### src/rtl/smc_pkg.sv
/*
 * Shared constants and carrier types of the synthesizer output and mode control.
 * Assumes a 10 MHz core clock and an APB master with 32-bit data.
 */
package smc_pkg;
	localparam int          CLK_PERIOD_NS  = 100;
	localparam int          LOCK_TIME_US   = 100;
	localparam int          LOCK_CYC       = (LOCK_TIME_US * 1000) / CLK_PERIOD_NS;
	localparam int          REF_GAP_NS     = 2000;
	localparam int          REF_GAP_CYC    = REF_GAP_NS / CLK_PERIOD_NS;
	localparam int          INIT_TOGGLES   = 3;
	localparam int          NUM_MODES      = 4;

	localparam logic [7:0]  ADDR_RATIO0    = 8'h00;
	localparam logic [7:0]  ADDR_MODAL     = 8'h10;
	localparam logic [7:0]  ADDR_GLOBAL    = 8'h14;
	localparam logic [7:0]  ADDR_STATUS    = 8'h18;
	localparam logic [7:0]  ADDR_EFF       = 8'h1C;

	localparam int          MODAL_W        = 4;
	localparam int          MOD_LSB        = 0;
	localparam int          AUX_LSB        = 2;
	localparam logic [31:0] RATIO_RST      = 32'h0010_0000;
	localparam logic [15:0] MODAL_RST      = 16'h0000;
	localparam logic [7:0]  GLOBAL_RST     = 8'h08;

	localparam logic [1:0]  AUX_REF        = 2'h0;
	localparam logic [1:0]  AUX_SYN        = 2'h2;
	localparam logic [1:0]  AUX_LOCK       = 2'h3;

	localparam logic [2:0]  FN_DIS_MAIN    = 3'h0;
	localparam logic [2:0]  FN_DIS_AUX     = 3'h1;
	localparam logic [2:0]  FN_DIS_BOTH    = 3'h2;
	localparam logic [2:0]  FN_MOD_EN      = 3'h3;
	localparam logic [2:0]  FN_FORCE_SYN   = 3'h7;

	typedef struct packed {
		logic       field_programmed;
		logic [1:0] reference_divider_select;
		logic [2:0] special_pin_function;
		logic       clock_on_unlock_enable;
		logic       lock_indicator_config;
	} smc_global_t;

	typedef struct packed {
		logic       modifier_applied;
		logic [1:0] active_mode;
		logic       init_done;
		logic       locked;
	} smc_status_t;

	typedef enum logic [2:0] {
		ST_INIT = 3'b001,
		ST_WAIT = 3'b010,
		ST_LOCK = 3'b100
	} smc_state_t;
endpackage

### src/rtl/smc_top.sv
/*
 * Mode pin decode, ratio forming, lock sequencing and output routing
 * of a fractional-N clock synthesizer, with an APB register file.
 * Assumes pins, reference and synthesized clocks arrive sampled on core_clk.
 */
// Local design decisions: register access over APB and the register addresses.
`timescale 1ns/1ns
`default_nettype none

// Functional notes
// - Mode pins pick ratio and modal set
// - Effective ratio, modifier, divider-corrected fractional value
// - Main output low while unlocked unless overridden
// - Codes 000/010: special pin tri-states main
// - Aux pin carries exactly one source
// - Aux select: 00 ref, 10 synth, 11 lock
// - Lock indicator driver set by global config
// - Config 0 push-pull high unlocked; 1 open-drain
// - Aux synth copy not phase aligned
// - Codes 001/010: special pin tri-states aux
// - Disable codes: pin low enables, high disables
// - Code 011: pin high alone applies modifier
// - Modifier shifts right by 1 to 4
// - Code 111: pin high forces synth aux source
// - No runt pulses when gating or switching
// - Lock source switching may give partial period
// - Mode pin change forces temporary unlock
// - Codes 011-110: special pin change may unlock
// - Reference discontinuity causes unlock
// - Field-programmed parts need three mode toggles
// - Configured clock appears after lock time
module smc_top (
	input  wire logic        core_clk,
	input  wire logic        rst_b,
	input  wire logic        psel,
	input  wire logic        penable,
	input  wire logic        pwrite,
	input  wire logic [7:0]  paddr,
	input  wire logic [31:0] pwdata,
	output logic [31:0]      prdata,
	output logic             pready,
	output logic             pslverr,
	input  wire logic        mode_select_low_pin,
	input  wire logic        mode_select_high_pin,
	input  wire logic        special_function_pin,
	input  wire logic        internal_reference_clock,
	input  wire logic        synth_clk,
	output logic [33:0]      frac_n_value,
	output logic             main_clk_out,
	output logic             main_clk_oe_b,
	output logic             aux_out,
	output logic             aux_oe_b
);
	logic [31:0]          ratio_r [smc_pkg::NUM_MODES];
	logic [15:0]          modal_r;
	smc_pkg::smc_global_t glob_r;
	smc_pkg::smc_status_t stat;
	smc_pkg::smc_state_t  state_r;
	logic [1:0]           mode_r;
	logic                 sp_r;
	logic [1:0]           toggles_r;
	logic [15:0]          lock_cnt_r;
	logic [15:0]          gap_cnt_r;
	logic                 ref_d_r;
	logic                 main_gate_r;
	logic                 main_hiz_r;
	logic                 aux_en_r;
	logic [1:0]           aux_src_r;
	logic                 syn_d_r;
	logic [31:0]          eff_ratio;
	logic [1:0]           mode_now;
	logic [3:0]           modal_sel;
	logic                 mod_apply;
	logic [1:0]           aux_want;
	logic                 relock;
	logic                 ref_lost;
	logic                 init_done;
	logic                 locked;
	logic                 wr_en;
	logic                 clk_allowed;

	function automatic logic dis_main(input logic [2:0] fn);
		dis_main = (fn == smc_pkg::FN_DIS_MAIN) || (fn == smc_pkg::FN_DIS_BOTH);
	endfunction

	function automatic logic dis_aux(input logic [2:0] fn);
		dis_aux = (fn == smc_pkg::FN_DIS_AUX) || (fn == smc_pkg::FN_DIS_BOTH);
	endfunction

	// Codes whose pin change reconfigures the loop
	function automatic logic sp_relocks(input logic [2:0] fn);
		sp_relocks = (fn >= smc_pkg::FN_MOD_EN) && (fn != smc_pkg::FN_FORCE_SYN);
	endfunction

	function automatic logic [31:0] apply_mod(input logic [31:0] r, input logic en,
		input logic [1:0] sel);
		apply_mod = en ? (r >> ({1'b0, sel} + 3'h1)) : r;
	endfunction

	assign mode_now  = {mode_select_high_pin, mode_select_low_pin};
	assign modal_sel = modal_r[mode_r * smc_pkg::MODAL_W +: smc_pkg::MODAL_W];
	// Pin is the only enable; reserved codes never apply it
	assign mod_apply = (glob_r.special_pin_function == smc_pkg::FN_MOD_EN) && sp_r;
	assign eff_ratio = apply_mod(ratio_r[mode_r], mod_apply,
		modal_sel[smc_pkg::MOD_LSB +: 2]);
	assign aux_want  = (glob_r.special_pin_function == smc_pkg::FN_FORCE_SYN) && sp_r
		? smc_pkg::AUX_SYN : modal_sel[smc_pkg::AUX_LSB +: 2];

	// Divided reference means the loop must multiply further
	always_ff @(posedge core_clk or negedge rst_b) begin
		if (!rst_b) begin
			frac_n_value <= 34'h0_0000_0000;
		end else begin
			case (glob_r.reference_divider_select)
				2'h0:    frac_n_value <= {eff_ratio, 2'h0};
				2'h1:    frac_n_value <= {1'b0, eff_ratio, 1'b0};
				default: frac_n_value <= {2'h0, eff_ratio};
			endcase
		end
	end

	// Pin sampling
	always_ff @(posedge core_clk or negedge rst_b) begin
		if (!rst_b) begin
			mode_r  <= 2'h0;
			sp_r    <= 1'b0;
			ref_d_r <= 1'b0;
			syn_d_r <= 1'b0;
		end else begin
			mode_r  <= mode_now;
			sp_r    <= special_function_pin;
			ref_d_r <= internal_reference_clock;
			syn_d_r <= synth_clk;
		end
	end

	// Reference watchdog: no edge for a while counts as a discontinuity
	always_ff @(posedge core_clk or negedge rst_b) begin
		if (!rst_b) begin
			gap_cnt_r <= 16'h0000;
		end else if (internal_reference_clock != ref_d_r) begin
			gap_cnt_r <= 16'h0000;
		end else if (!ref_lost) begin
			gap_cnt_r <= gap_cnt_r + 16'h0001;
		end
	end
	assign ref_lost = (gap_cnt_r >= 16'(smc_pkg::REF_GAP_CYC));

	assign relock = (mode_now != mode_r)
		|| (sp_relocks(glob_r.special_pin_function) && special_function_pin != sp_r)
		|| ref_lost;

	// Initialisation toggles on the mode pins
	always_ff @(posedge core_clk or negedge rst_b) begin
		if (!rst_b) begin
			toggles_r <= 2'h0;
		end else if ((mode_now != mode_r) && (toggles_r != 2'(smc_pkg::INIT_TOGGLES))) begin
			toggles_r <= toggles_r + 2'h1;
		end
	end
	assign init_done = !glob_r.field_programmed
		|| (toggles_r == 2'(smc_pkg::INIT_TOGGLES));

	always_ff @(posedge core_clk or negedge rst_b) begin
		if (!rst_b) begin
			state_r    <= smc_pkg::ST_INIT;
			lock_cnt_r <= 16'h0000;
		end else begin
			case (state_r)
				smc_pkg::ST_INIT: begin
					lock_cnt_r <= 16'h0000;
					if (init_done && !relock) begin
						state_r <= smc_pkg::ST_WAIT;
					end
				end
				smc_pkg::ST_WAIT: begin
					if (relock || !init_done) begin
						lock_cnt_r <= 16'h0000;
					end else if (lock_cnt_r == 16'(smc_pkg::LOCK_CYC - 1)) begin
						state_r <= smc_pkg::ST_LOCK;
					end else begin
						lock_cnt_r <= lock_cnt_r + 16'h0001;
					end
				end
				smc_pkg::ST_LOCK: begin
					lock_cnt_r <= 16'h0000;
					if (relock) begin
						state_r <= smc_pkg::ST_WAIT;
					end
				end
				default: begin
					state_r    <= smc_pkg::ST_INIT;
					lock_cnt_r <= 16'h0000;
				end
			endcase
		end
	end
	assign locked      = (state_r == smc_pkg::ST_LOCK);
	assign clk_allowed = locked || (glob_r.clock_on_unlock_enable && init_done);

	// Main gate and tri-state change only while synth clock is low
	always_ff @(posedge core_clk or negedge rst_b) begin
		if (!rst_b) begin
			main_gate_r <= 1'b0;
			main_hiz_r  <= 1'b0;
		end else if (!synth_clk) begin
			main_gate_r <= clk_allowed;
			main_hiz_r  <= dis_main(glob_r.special_pin_function) && sp_r;
		end
	end

	always_ff @(posedge core_clk or negedge rst_b) begin
		if (!rst_b) begin
			main_clk_out  <= 1'b0;
			main_clk_oe_b <= 1'b0;
		end else begin
			main_clk_out  <= synth_clk && main_gate_r && !main_hiz_r;
			main_clk_oe_b <= main_hiz_r;
		end
	end

	// Clock-to-clock switches wait for both clocks low; lock switches go at once
	always_ff @(posedge core_clk or negedge rst_b) begin
		if (!rst_b) begin
			aux_src_r <= smc_pkg::AUX_REF;
		end else if (aux_want == 2'h1) begin
			aux_src_r <= aux_src_r;
		end else if (aux_want == smc_pkg::AUX_LOCK || aux_src_r == smc_pkg::AUX_LOCK) begin
			aux_src_r <= aux_want;
		end else if (!internal_reference_clock && !synth_clk) begin
			aux_src_r <= aux_want;
		end
	end

	always_ff @(posedge core_clk or negedge rst_b) begin
		if (!rst_b) begin
			aux_en_r <= 1'b1;
		end else if (aux_src_r == smc_pkg::AUX_LOCK
			|| (!internal_reference_clock && !synth_clk)) begin
			aux_en_r <= !(dis_aux(glob_r.special_pin_function) && sp_r);
		end
	end

	// Synth copy leaves from the delayed sample, one cycle behind main
	always_ff @(posedge core_clk or negedge rst_b) begin
		if (!rst_b) begin
			aux_out  <= 1'b0;
			aux_oe_b <= 1'b0;
		end else if (!aux_en_r) begin
			aux_out  <= 1'b0;
			aux_oe_b <= 1'b1;
		end else begin
			case (aux_src_r)
				smc_pkg::AUX_REF: begin
					aux_out  <= internal_reference_clock;
					aux_oe_b <= 1'b0;
				end
				smc_pkg::AUX_SYN: begin
					aux_out  <= syn_d_r && main_gate_r;
					aux_oe_b <= 1'b0;
				end
				smc_pkg::AUX_LOCK: begin
					aux_out  <= glob_r.lock_indicator_config ? 1'b0 : !locked;
					aux_oe_b <= glob_r.lock_indicator_config && locked;
				end
				default: begin
					aux_out  <= 1'b0;
					aux_oe_b <= 1'b0;
				end
			endcase
		end
	end

	// APB slave, zero wait states
	assign pready = 1'b1;
	assign wr_en  = psel && penable && pwrite;
	assign stat   = '{modifier_applied: mod_apply, active_mode: mode_r,
		init_done: init_done, locked: locked};

	always_ff @(posedge core_clk or negedge rst_b) begin
		if (!rst_b) begin
			for (int i = 0; i < smc_pkg::NUM_MODES; i++) begin
				ratio_r[i] <= smc_pkg::RATIO_RST;
			end
			modal_r <= smc_pkg::MODAL_RST;
			glob_r  <= smc_pkg::GLOBAL_RST;
		end else if (wr_en) begin
			if (paddr < smc_pkg::ADDR_MODAL && paddr[1:0] == 2'h0) begin
				ratio_r[paddr[3:2]] <= pwdata;
			end else if (paddr == smc_pkg::ADDR_MODAL) begin
				modal_r <= pwdata[15:0];
			end else if (paddr == smc_pkg::ADDR_GLOBAL) begin
				glob_r <= pwdata[7:0];
			end
		end
	end

	always_comb begin
		prdata  = 32'h0000_0000;
		pslverr = 1'b0;
		if (paddr < smc_pkg::ADDR_MODAL && paddr[1:0] == 2'h0) begin
			prdata = ratio_r[paddr[3:2]];
		end else begin
			case (paddr)
				smc_pkg::ADDR_MODAL:  prdata = {16'h0000, modal_r};
				smc_pkg::ADDR_GLOBAL: prdata = {24'h00_0000, glob_r};
				smc_pkg::ADDR_STATUS: prdata = {27'h000_0000, stat};
				smc_pkg::ADDR_EFF:    prdata = eff_ratio;
				default:              pslverr = psel && penable;
			endcase
		end
	end

	AST_MAIN_LOW_UNLOCKED: assert property (@(posedge core_clk) disable iff (!rst_b)
		(!clk_allowed && !synth_clk) |=> ##1 !main_clk_out)
		else $error("main clock not held low while unlocked");

	AST_MAIN_HIZ: assert property (@(posedge core_clk) disable iff (!rst_b)
		(!synth_clk && sp_r && dis_main(glob_r.special_pin_function)) |=> ##1 main_clk_oe_b)
		else $error("main pin not tri-stated by special pin");

	AST_AUX_HIZ: assert property (@(posedge core_clk) disable iff (!rst_b)
		(!internal_reference_clock && !synth_clk && sp_r
		&& dis_aux(glob_r.special_pin_function)) |=> ##1 aux_oe_b)
		else $error("aux pin not tri-stated by special pin");

	AST_MOD_SHIFT: assert property (@(posedge core_clk) disable iff (!rst_b)
		mod_apply |-> eff_ratio == (ratio_r[mode_r] >> ({1'b0, modal_sel[1:0]} + 3'h1)))
		else $error("modifier shift wrong");

	AST_NO_MOD_RESERVED: assert property (@(posedge core_clk) disable iff (!rst_b)
		(glob_r.special_pin_function != smc_pkg::FN_MOD_EN) |-> eff_ratio == ratio_r[mode_r])
		else $error("modifier applied without pin enable");

	AST_RELOCK_MODE: assert property (@(posedge core_clk) disable iff (!rst_b)
		(mode_now != mode_r) |=> !locked [*3])
		else $error("lock kept across mode change");

	AST_REF_LOSS: assert property (@(posedge core_clk) disable iff (!rst_b)
		(internal_reference_clock == ref_d_r) [*8] |-> ##0 (gap_cnt_r != 16'h0000))
		else $error("reference watchdog not counting");

	AST_LOCK_IND_OD: assert property (@(posedge core_clk) disable iff (!rst_b)
		(aux_en_r && aux_src_r == smc_pkg::AUX_LOCK && glob_r.lock_indicator_config)
		|=> (aux_out == 1'b0) && (aux_oe_b == $past(locked)))
		else $error("open-drain lock indicator wrong");

	AST_LOCK_IND_PP: assert property (@(posedge core_clk) disable iff (!rst_b)
		(aux_en_r && aux_src_r == smc_pkg::AUX_LOCK && !glob_r.lock_indicator_config)
		|=> !aux_oe_b && (aux_out == !$past(locked)))
		else $error("push-pull lock indicator wrong");

	AST_INIT_GATE: assert property (@(posedge core_clk) disable iff (!rst_b)
		!init_done |-> !locked)
		else $error("locked before initialisation toggles");
endmodule // smc_top

`default_nettype wire

### config.mk
export PLATFORM = sky130hd
export DESIGN_NAME = smc_top
export DESIGN_NICKNAME = d
export VERILOG_FILES = /design/src/rtl/smc_pkg.sv /design/src/rtl/smc_top.sv
export SDC_FILE = /design/constraint.sdc
export NUM_CORES = 1
export LEC_CHECK = 0
export ABC_AREA = 1
export BUFFER_PORTS_ARGS = -buffer_cell sky130_fd_sc_hd__buf_2
export CAP_MARGIN = 20
export CORE_MARGIN = 1
export CORE_UTILIZATION = 30
export CTS_CLUSTER_SIZE = 20
export DETAILED_ROUTE_END_ITERATION = 10
export PLACE_DENSITY_LB_ADDON = 0.2
export SLEW_MARGIN = 15
export SYNTH_ARGS = -nofsm -noshare
export SYNTH_HDL_FRONTEND = slang
export SYNTH_SLANG_ARGS = --single-unit
### constraint.sdc
create_clock -name core_clk -period 4.7 [get_ports core_clk]
set_input_delay 0.235 -clock core_clk [delete_from_list [all_inputs] [get_ports core_clk]]
set_output_delay 0.235 -clock core_clk [all_outputs]
set_load 0.01 [all_outputs]
; Yosys cells after proc, flatten, opt, wreduce, memory -nomap -nowiden
; Cells that the tools add are included.
[classes]
addsub = 4
n_lt_le_gt_ge = 6
eq_ne = 29
shift = 2
muxes = 33
bitwise_logic = 5
n_reduce_logical = 46
[ops]
columns = operator, count
row1 = two-way mux 32 bit, 7
row2 = binary-select mux 32 bit (select 2 bit), 2
row3 = bitwise mux 128 bit, 1
row4 = one-hot mux 32 bit (4 select lines), 1
row5 = two-way mux 16 bit, 5
row6 = one-hot mux 34 bit (2 select lines), 1
row7 = demux 32 bit (select 2 bit), 1
row8 = "adder 16 x 1 -> 16 bit, second input constant", 2
row9 = "equality test 8 x 5 -> 1 bit, second input constant", 4
row10 = right shift 32 x 3 -> 32 bit, 1
row11 = logical AND 1 bit, 18
row12 = "equality test 16 x 10 -> 1 bit, second input constant", 1
row13 = "greater-or-equal comparator 16 x 5 -> 1 bit, second input constant", 1
row14 = variable part select 16 x 5 -> 4 bit, 1
row15 = two-way mux 3 bit, 4
row16 = "inequality test 2 bit, second input constant", 5
row17 = "equality test 3 x 2 -> 1 bit, second input constant", 3
row18 = logical OR 1 bit, 9
row19 = one-hot mux 3 bit (3 select lines), 1
row20 = "equality test 2 bit, second input constant", 4
row21 = zero test 1 bit, 8
row22 = "less-than comparator 8 x 5 -> 1 bit, second input constant", 1
row23 = AND reduction 4 bit, 2
row24 = "equality test 3 x 1 -> 1 bit, second input constant", 2
row25 = other kinds (22), 40
[word_totals]
regBits = 237
inputBits = 50
out_inout_bits = 72
word_cells = 152

; Logic depth before layout (Yosys ltp)
[logic_depth]
word_depth = 9
ltp_mapped = 13
ltp_nobuf = 11

; Worst setup path after synthesis
; No wires, ideal clock.
[synth_timing]
path_kind = register to output
from = register glob_r[3] in the netlist's numbering
to = output prdata[13]
t_arrival_ns = 1.555
required_ns = 4.465
path_slack_ns = 2.910
stages_incl_launch_ff = 12
n_path_buf = 1
path_cell_list = dfstp_2 > nand2_1 > inv_1 > nand2_1 > inv_2 > nand2_2 > inv_2 > buf_2 > nand3_1 > nand3_1 > nand2_1 > nand3_1
[synth_via]
elab_chain_cells = 5
[synth_rtl]
columns = item, line_no
row1 = "start, declared", smc_top.sv:56  ; smc_pkg::smc_global_t glob_r;
row2 = "start signal, assigned", smc_top.sv:286  ; glob_r <= smc_pkg::GLOBAL_RST;
row3 = "start signal, assigned", smc_top.sv:293  ; glob_r <= pwdata[7:0];
row4 = equality test 3 x 2 -> 1 bit, smc_top.sv:103  ; assign mod_apply = (glob_r.special_pin_function == smc_pkg::FN_MOD_EN) && sp_r;
row5 = logical AND 1 bit, smc_top.sv:103
row6 = two-way mux 32 bit, smc_top.sv:97  ; apply_mod = en ? (r >> ({1'b0, sel} + 3'h1)) : r;
row7 = one-hot mux 32 bit (4 select lines), smc_top.sv:304  ; case (paddr)
row8 = two-way mux 32 bit, smc_top.sv:301  ; if (paddr < smc_pkg::ADDR_MODAL && paddr[1:0] == 2'h0) begin
row9 = "end, declared", smc_top.sv:40  ; output logic [31:0] prdata,
; Every way passes these cells.

; Worst setup path in the final report
[layout_timing]
from = register mode_r[0]
to = output prdata[16]
[layout_via]
elab_chain_cells = 8
elab_cells_between_ends = 10
classes_between = 1 x add/sub / 2 x shift / 6 x mux / 1 x bitwise
[layout_rtl]
columns = item, line_no
row1 = "start, declared", smc_top.sv:59  ; logic [1:0] mode_r;
row2 = "start signal, assigned", smc_top.sv:130  ; mode_r <= mode_now;
row3 = branches (longest 5 deep; another with adder 2 x 1 -> 3 bit), -
row4 = two-way mux 32 bit *, smc_top.sv:97
row5 = one-hot mux 32 bit (4 select lines) *, smc_top.sv:304
row6 = two-way mux 32 bit *, smc_top.sv:301
; Mark *: on every way between the ends. The select of a mux whose other input is x is not followed.

==> results.json <==
{
  "status": "completed",
  "syn_nets": 1921,
  "multiInputGateArea_um2": 6350,
  "ys.warnings.count": 0,
  "min_period_over_period_pct": 78.0,
  "stdcell_area_um2": 15400,
  "hold_violations": 0,
  "cts_buffer_depth": 3,
  "synth_edf_count": 0,
  "track_usage_pct": 20.5,
  "synth.area.top_cells": "dfrtp_1, nand2_1, nand3_1",
  "dp_hpwl_mm": 31.8,
  "clkPwrFrac_pct": 44.4,
  "arrival_ns": 3.43,
  "fin_tns_setup_ns": 0,
  "yosysTopAreaCell": "dfrtp_1",
  "io_buffers": 120,
  "die_y_um": 213,
  "vdd_drop_max_mv": 0.272,
  "syn_area_per_cell_um2": 7.14,
  "synth_seq_area_share_pct": 44.6,
  "cts_sinks": 237,
  "start_util_pct": 30.7,
  "drtIter0Drc": 1357,
  "drive_gt1_share_pct": 12.1,
  "fin_skew_ns": 0.0111,
  "instances_no_fill": 2567,
  "p_int_w": 0.00350,
  "synthesis.area_um2": 13300,
  "clk_pin_slew_ns": 0.06,
  "gp_congestion": 0.945,
  "regArea_um2": 5940,
  "ys_ff_latch": 237,
  "grt_pass1_vias": 12319,
  "hp-class": "primary input to flip-flop",
  "routed_wl_mm": 45.7,
  "ys_async_sr_fraction_pct": 100,
  "cp_data_required_time_ns": 4.47,
  "ios": 122,
  "area_delta_synth_final_pct": 15.9,
  "seqPwrFrac_pct": 45.1,
  "rsz0062_at_grt": "no",
  "synth_cell_type_count": 46,
  "setup.worst_path.class": "flip-flop to primary output",
  "swShare_pct": 26.3,
  "placed_area_um2": 14400,
  "cp-end-kind": "primary output",
  "leakagePower_nw": 7.52,
  "share_comb_of_total_power_pct": 10.5,
  "place_inst": 2500,
  "post-route-util_pct": 35.5,
  "max_slew.worst_pin.slew_ns": 1.04,
  "setup_violations": 0,
  "nets": 2016,
  "fillers": 4637,
  "rows": 76,
  "slew_headroom_pct": 30.4,
  "fmax_ghz": 0.273,
  "dr_total_vias": 12956,
  "final.min_clock_period_ns": 3.66,
  "ant_nets": 0,
  "die_area_um2": 45300,
  "cap_violations": 0,
  "die_w_um": 213,
  "post-cts-setup-buffer-count": 0,
  "worstPathMaxFanout": 59,
  "ys.flop_type": "dfrtp_1",
  "overflow": 0,
  "grt_antenna_before_repair": 0,
  "diodes": 0,
  "core_area_um2": 43500,
  "drc": 0,
  "grt_pass1_wl_mm": 72.1,
  "cts_tree": "built",
  "drt_pass1_iterations": 5,
  "routedWlPerCell_um": 17.8,
  "reg2reg_slack_ns": 1.87,
  "synthesis.instances": 1867,
  "slew_viol_final": 0,
  "synth.most_common_cell": "nand2_1",
  "synth_top_area_share_pct": 43.2,
  "start_kind": "flip-flop",
  "grt_start_max_net_pins": 115,
  "clockRootBuffer": "clkbuf_16",
  "power_density_nw_per_um2": 308,
  "yosys-top-cells-count": "nand2_1, dfrtp_1, nand3_1, o21ai_0, inv_1",
  "vias_per_cell": 5.05,
  "clock_latency_ns": 0.56,
  "numCtsBuffers": 27,
  "cts_htree_levels": 1,
  "power_switching_w": 0.00125
}
## state kept, by name (all words and copies together) (netlist names), 2 cells and up
register	cells
mode_r	2
gap_cnt_r	16
state_r	3
modal_r	16
glob_r	8
ratio_r	128
toggles_r	2
aux_src_r	2
frac_n_value	34
lock_cnt_r	16
## per-layer routing
metal | global-route usage, % | share of wire [%] | wire [um] | up-vias
li1 | - | - | - | 6312
met1 | 29.3 | 47 | 21200 | 6096
met2 | 31.9 | 44 | 20300 | 483
met3 | 2.79 | 6.5 | 2960 | 65
met4 | 6.23 | 2.6 | 1190 | 0
met5 | 0 | 0 | 0 | -
## critical path, stage by stage (launching register included)
cell,delay [ns]
dfrtp_2,0.42
inv_4,0.48
nand2_1,0.18
nand2_1,0.11
nand2_1,0.05
nand2_1,0.54
buf_4,0.31
nand2_1,0.10
nand3_1,0.13
nand3_1,0.09
o21ai_1,0.25
buf_2,0.19
## cell families (layout without fill, tap and decap cells)
kind of cell	after synthesis	after routing	share of synthesized area (%)
AND/OR/NAND/NOR	1127	1127	36.2
AO/OA/AOI/OAI	250	250	10.4
buffers and inverters	240	355	7.84
flip-flops	237	237	44.6
XOR/XNOR	7	7	0.460
adder cells (fa/ha/maj)	4	4	0.375
other	1	1	0.0281
multiplexers	1	1	0.0845
## layout make-up
cell class	count	share of cell area, %
timing repair buffer	167	6.59
sequential	237	38.5
clock inverter	8	0.632
multi-input combinational	1390	41.1
inverter	139	3.39
clock buffer	41	5.04
tap	585	4.74
## worst paths after layout
kind,cells past startpoint,endpoint,from
max,11,prdata[16],mode_r[0]
min in group asynchronous,2,aux_out,rst_b
min,3,ratio_r[118],pwdata[22]
min reg2reg,0,main_clk_oe_b,main_hiz_r
max in group asynchronous,3,ratio_r[116],rst_b
max reg2reg,11,frac_n_value[23],mode_r[0]
## what timing repair did
action	in CTS	in global routing
hold endpoints to repair	141	0
gates resized for setup	0	0
hold buffers	16	0
## per-stage QoR
| step | hold WS, ns | total power, W | setup WS [ns] |
|---|---|---|---|
| 6_report | 0.00500 | 0.00476 | 1.04 |
| 5_1_grt | 0.0259 | 0.00497 | 0.791 |
| 4_1_cts | 0.000220 | 0.00482 | 0.942 |
| 3_5_place_dp | 0.371 | 0.00267 | 1.56 |
| 3_3_place_gp | 0.369 | 0.00266 | 1.58 |
| 2_1_floorplan | -0.0606 | 0.00247 | 2.91 |
## power by group through the flow
stage	combinational, W	clock, W	sequential [W]
after global routing	0.000560	0.00226	0.00215
after CTS	0.000501	0.00218	0.00214
after detailed placement	0.000489	0	0.00218
final	0.000499	0.00211	0.00215
after floorplan	0.000288	0	0.00218
after global placement	0.000483	0	0.00218
## cell usage in the layout (no fill, tap or decap), types with 5 or more instances in the layout
| cell | synthesis | final |
|---|---|---|
| o21ai_1 | 13 | 13 |
| dfrtp_1 | 230 | 229 |
| nand4_1 | 68 | 68 |
| a21oi_1 | 18 | 18 |
| nand2_1 | 755 | 755 |
| inv_2 | 6 | 6 |
| o21ai_0 | 168 | 168 |
| a22oi_1 | 19 | 19 |
| nand3_2 | 13 | 13 |
| nand3_1 | 206 | 206 |
| dlygate4sd3_1 | 0 | 16 |
| o211ai_1 | 5 | 5 |
| nor3_1 | 15 | 15 |
| inv_1 | 130 | 130 |
| buf_4 | 8 | 29 |
| clkbuf_8 | 0 | 5 |
| o22ai_1 | 8 | 8 |
| nor2_1 | 55 | 51 |
| clkbuf_16 | 0 | 27 |
| nor2_2 | 3 | 7 |
| clkbuf_1 | 52 | 9 |
| buf_2 | 29 | 119 |
| dfstp_2 | 7 | 7 |
(Power assumes the default switching activity.)
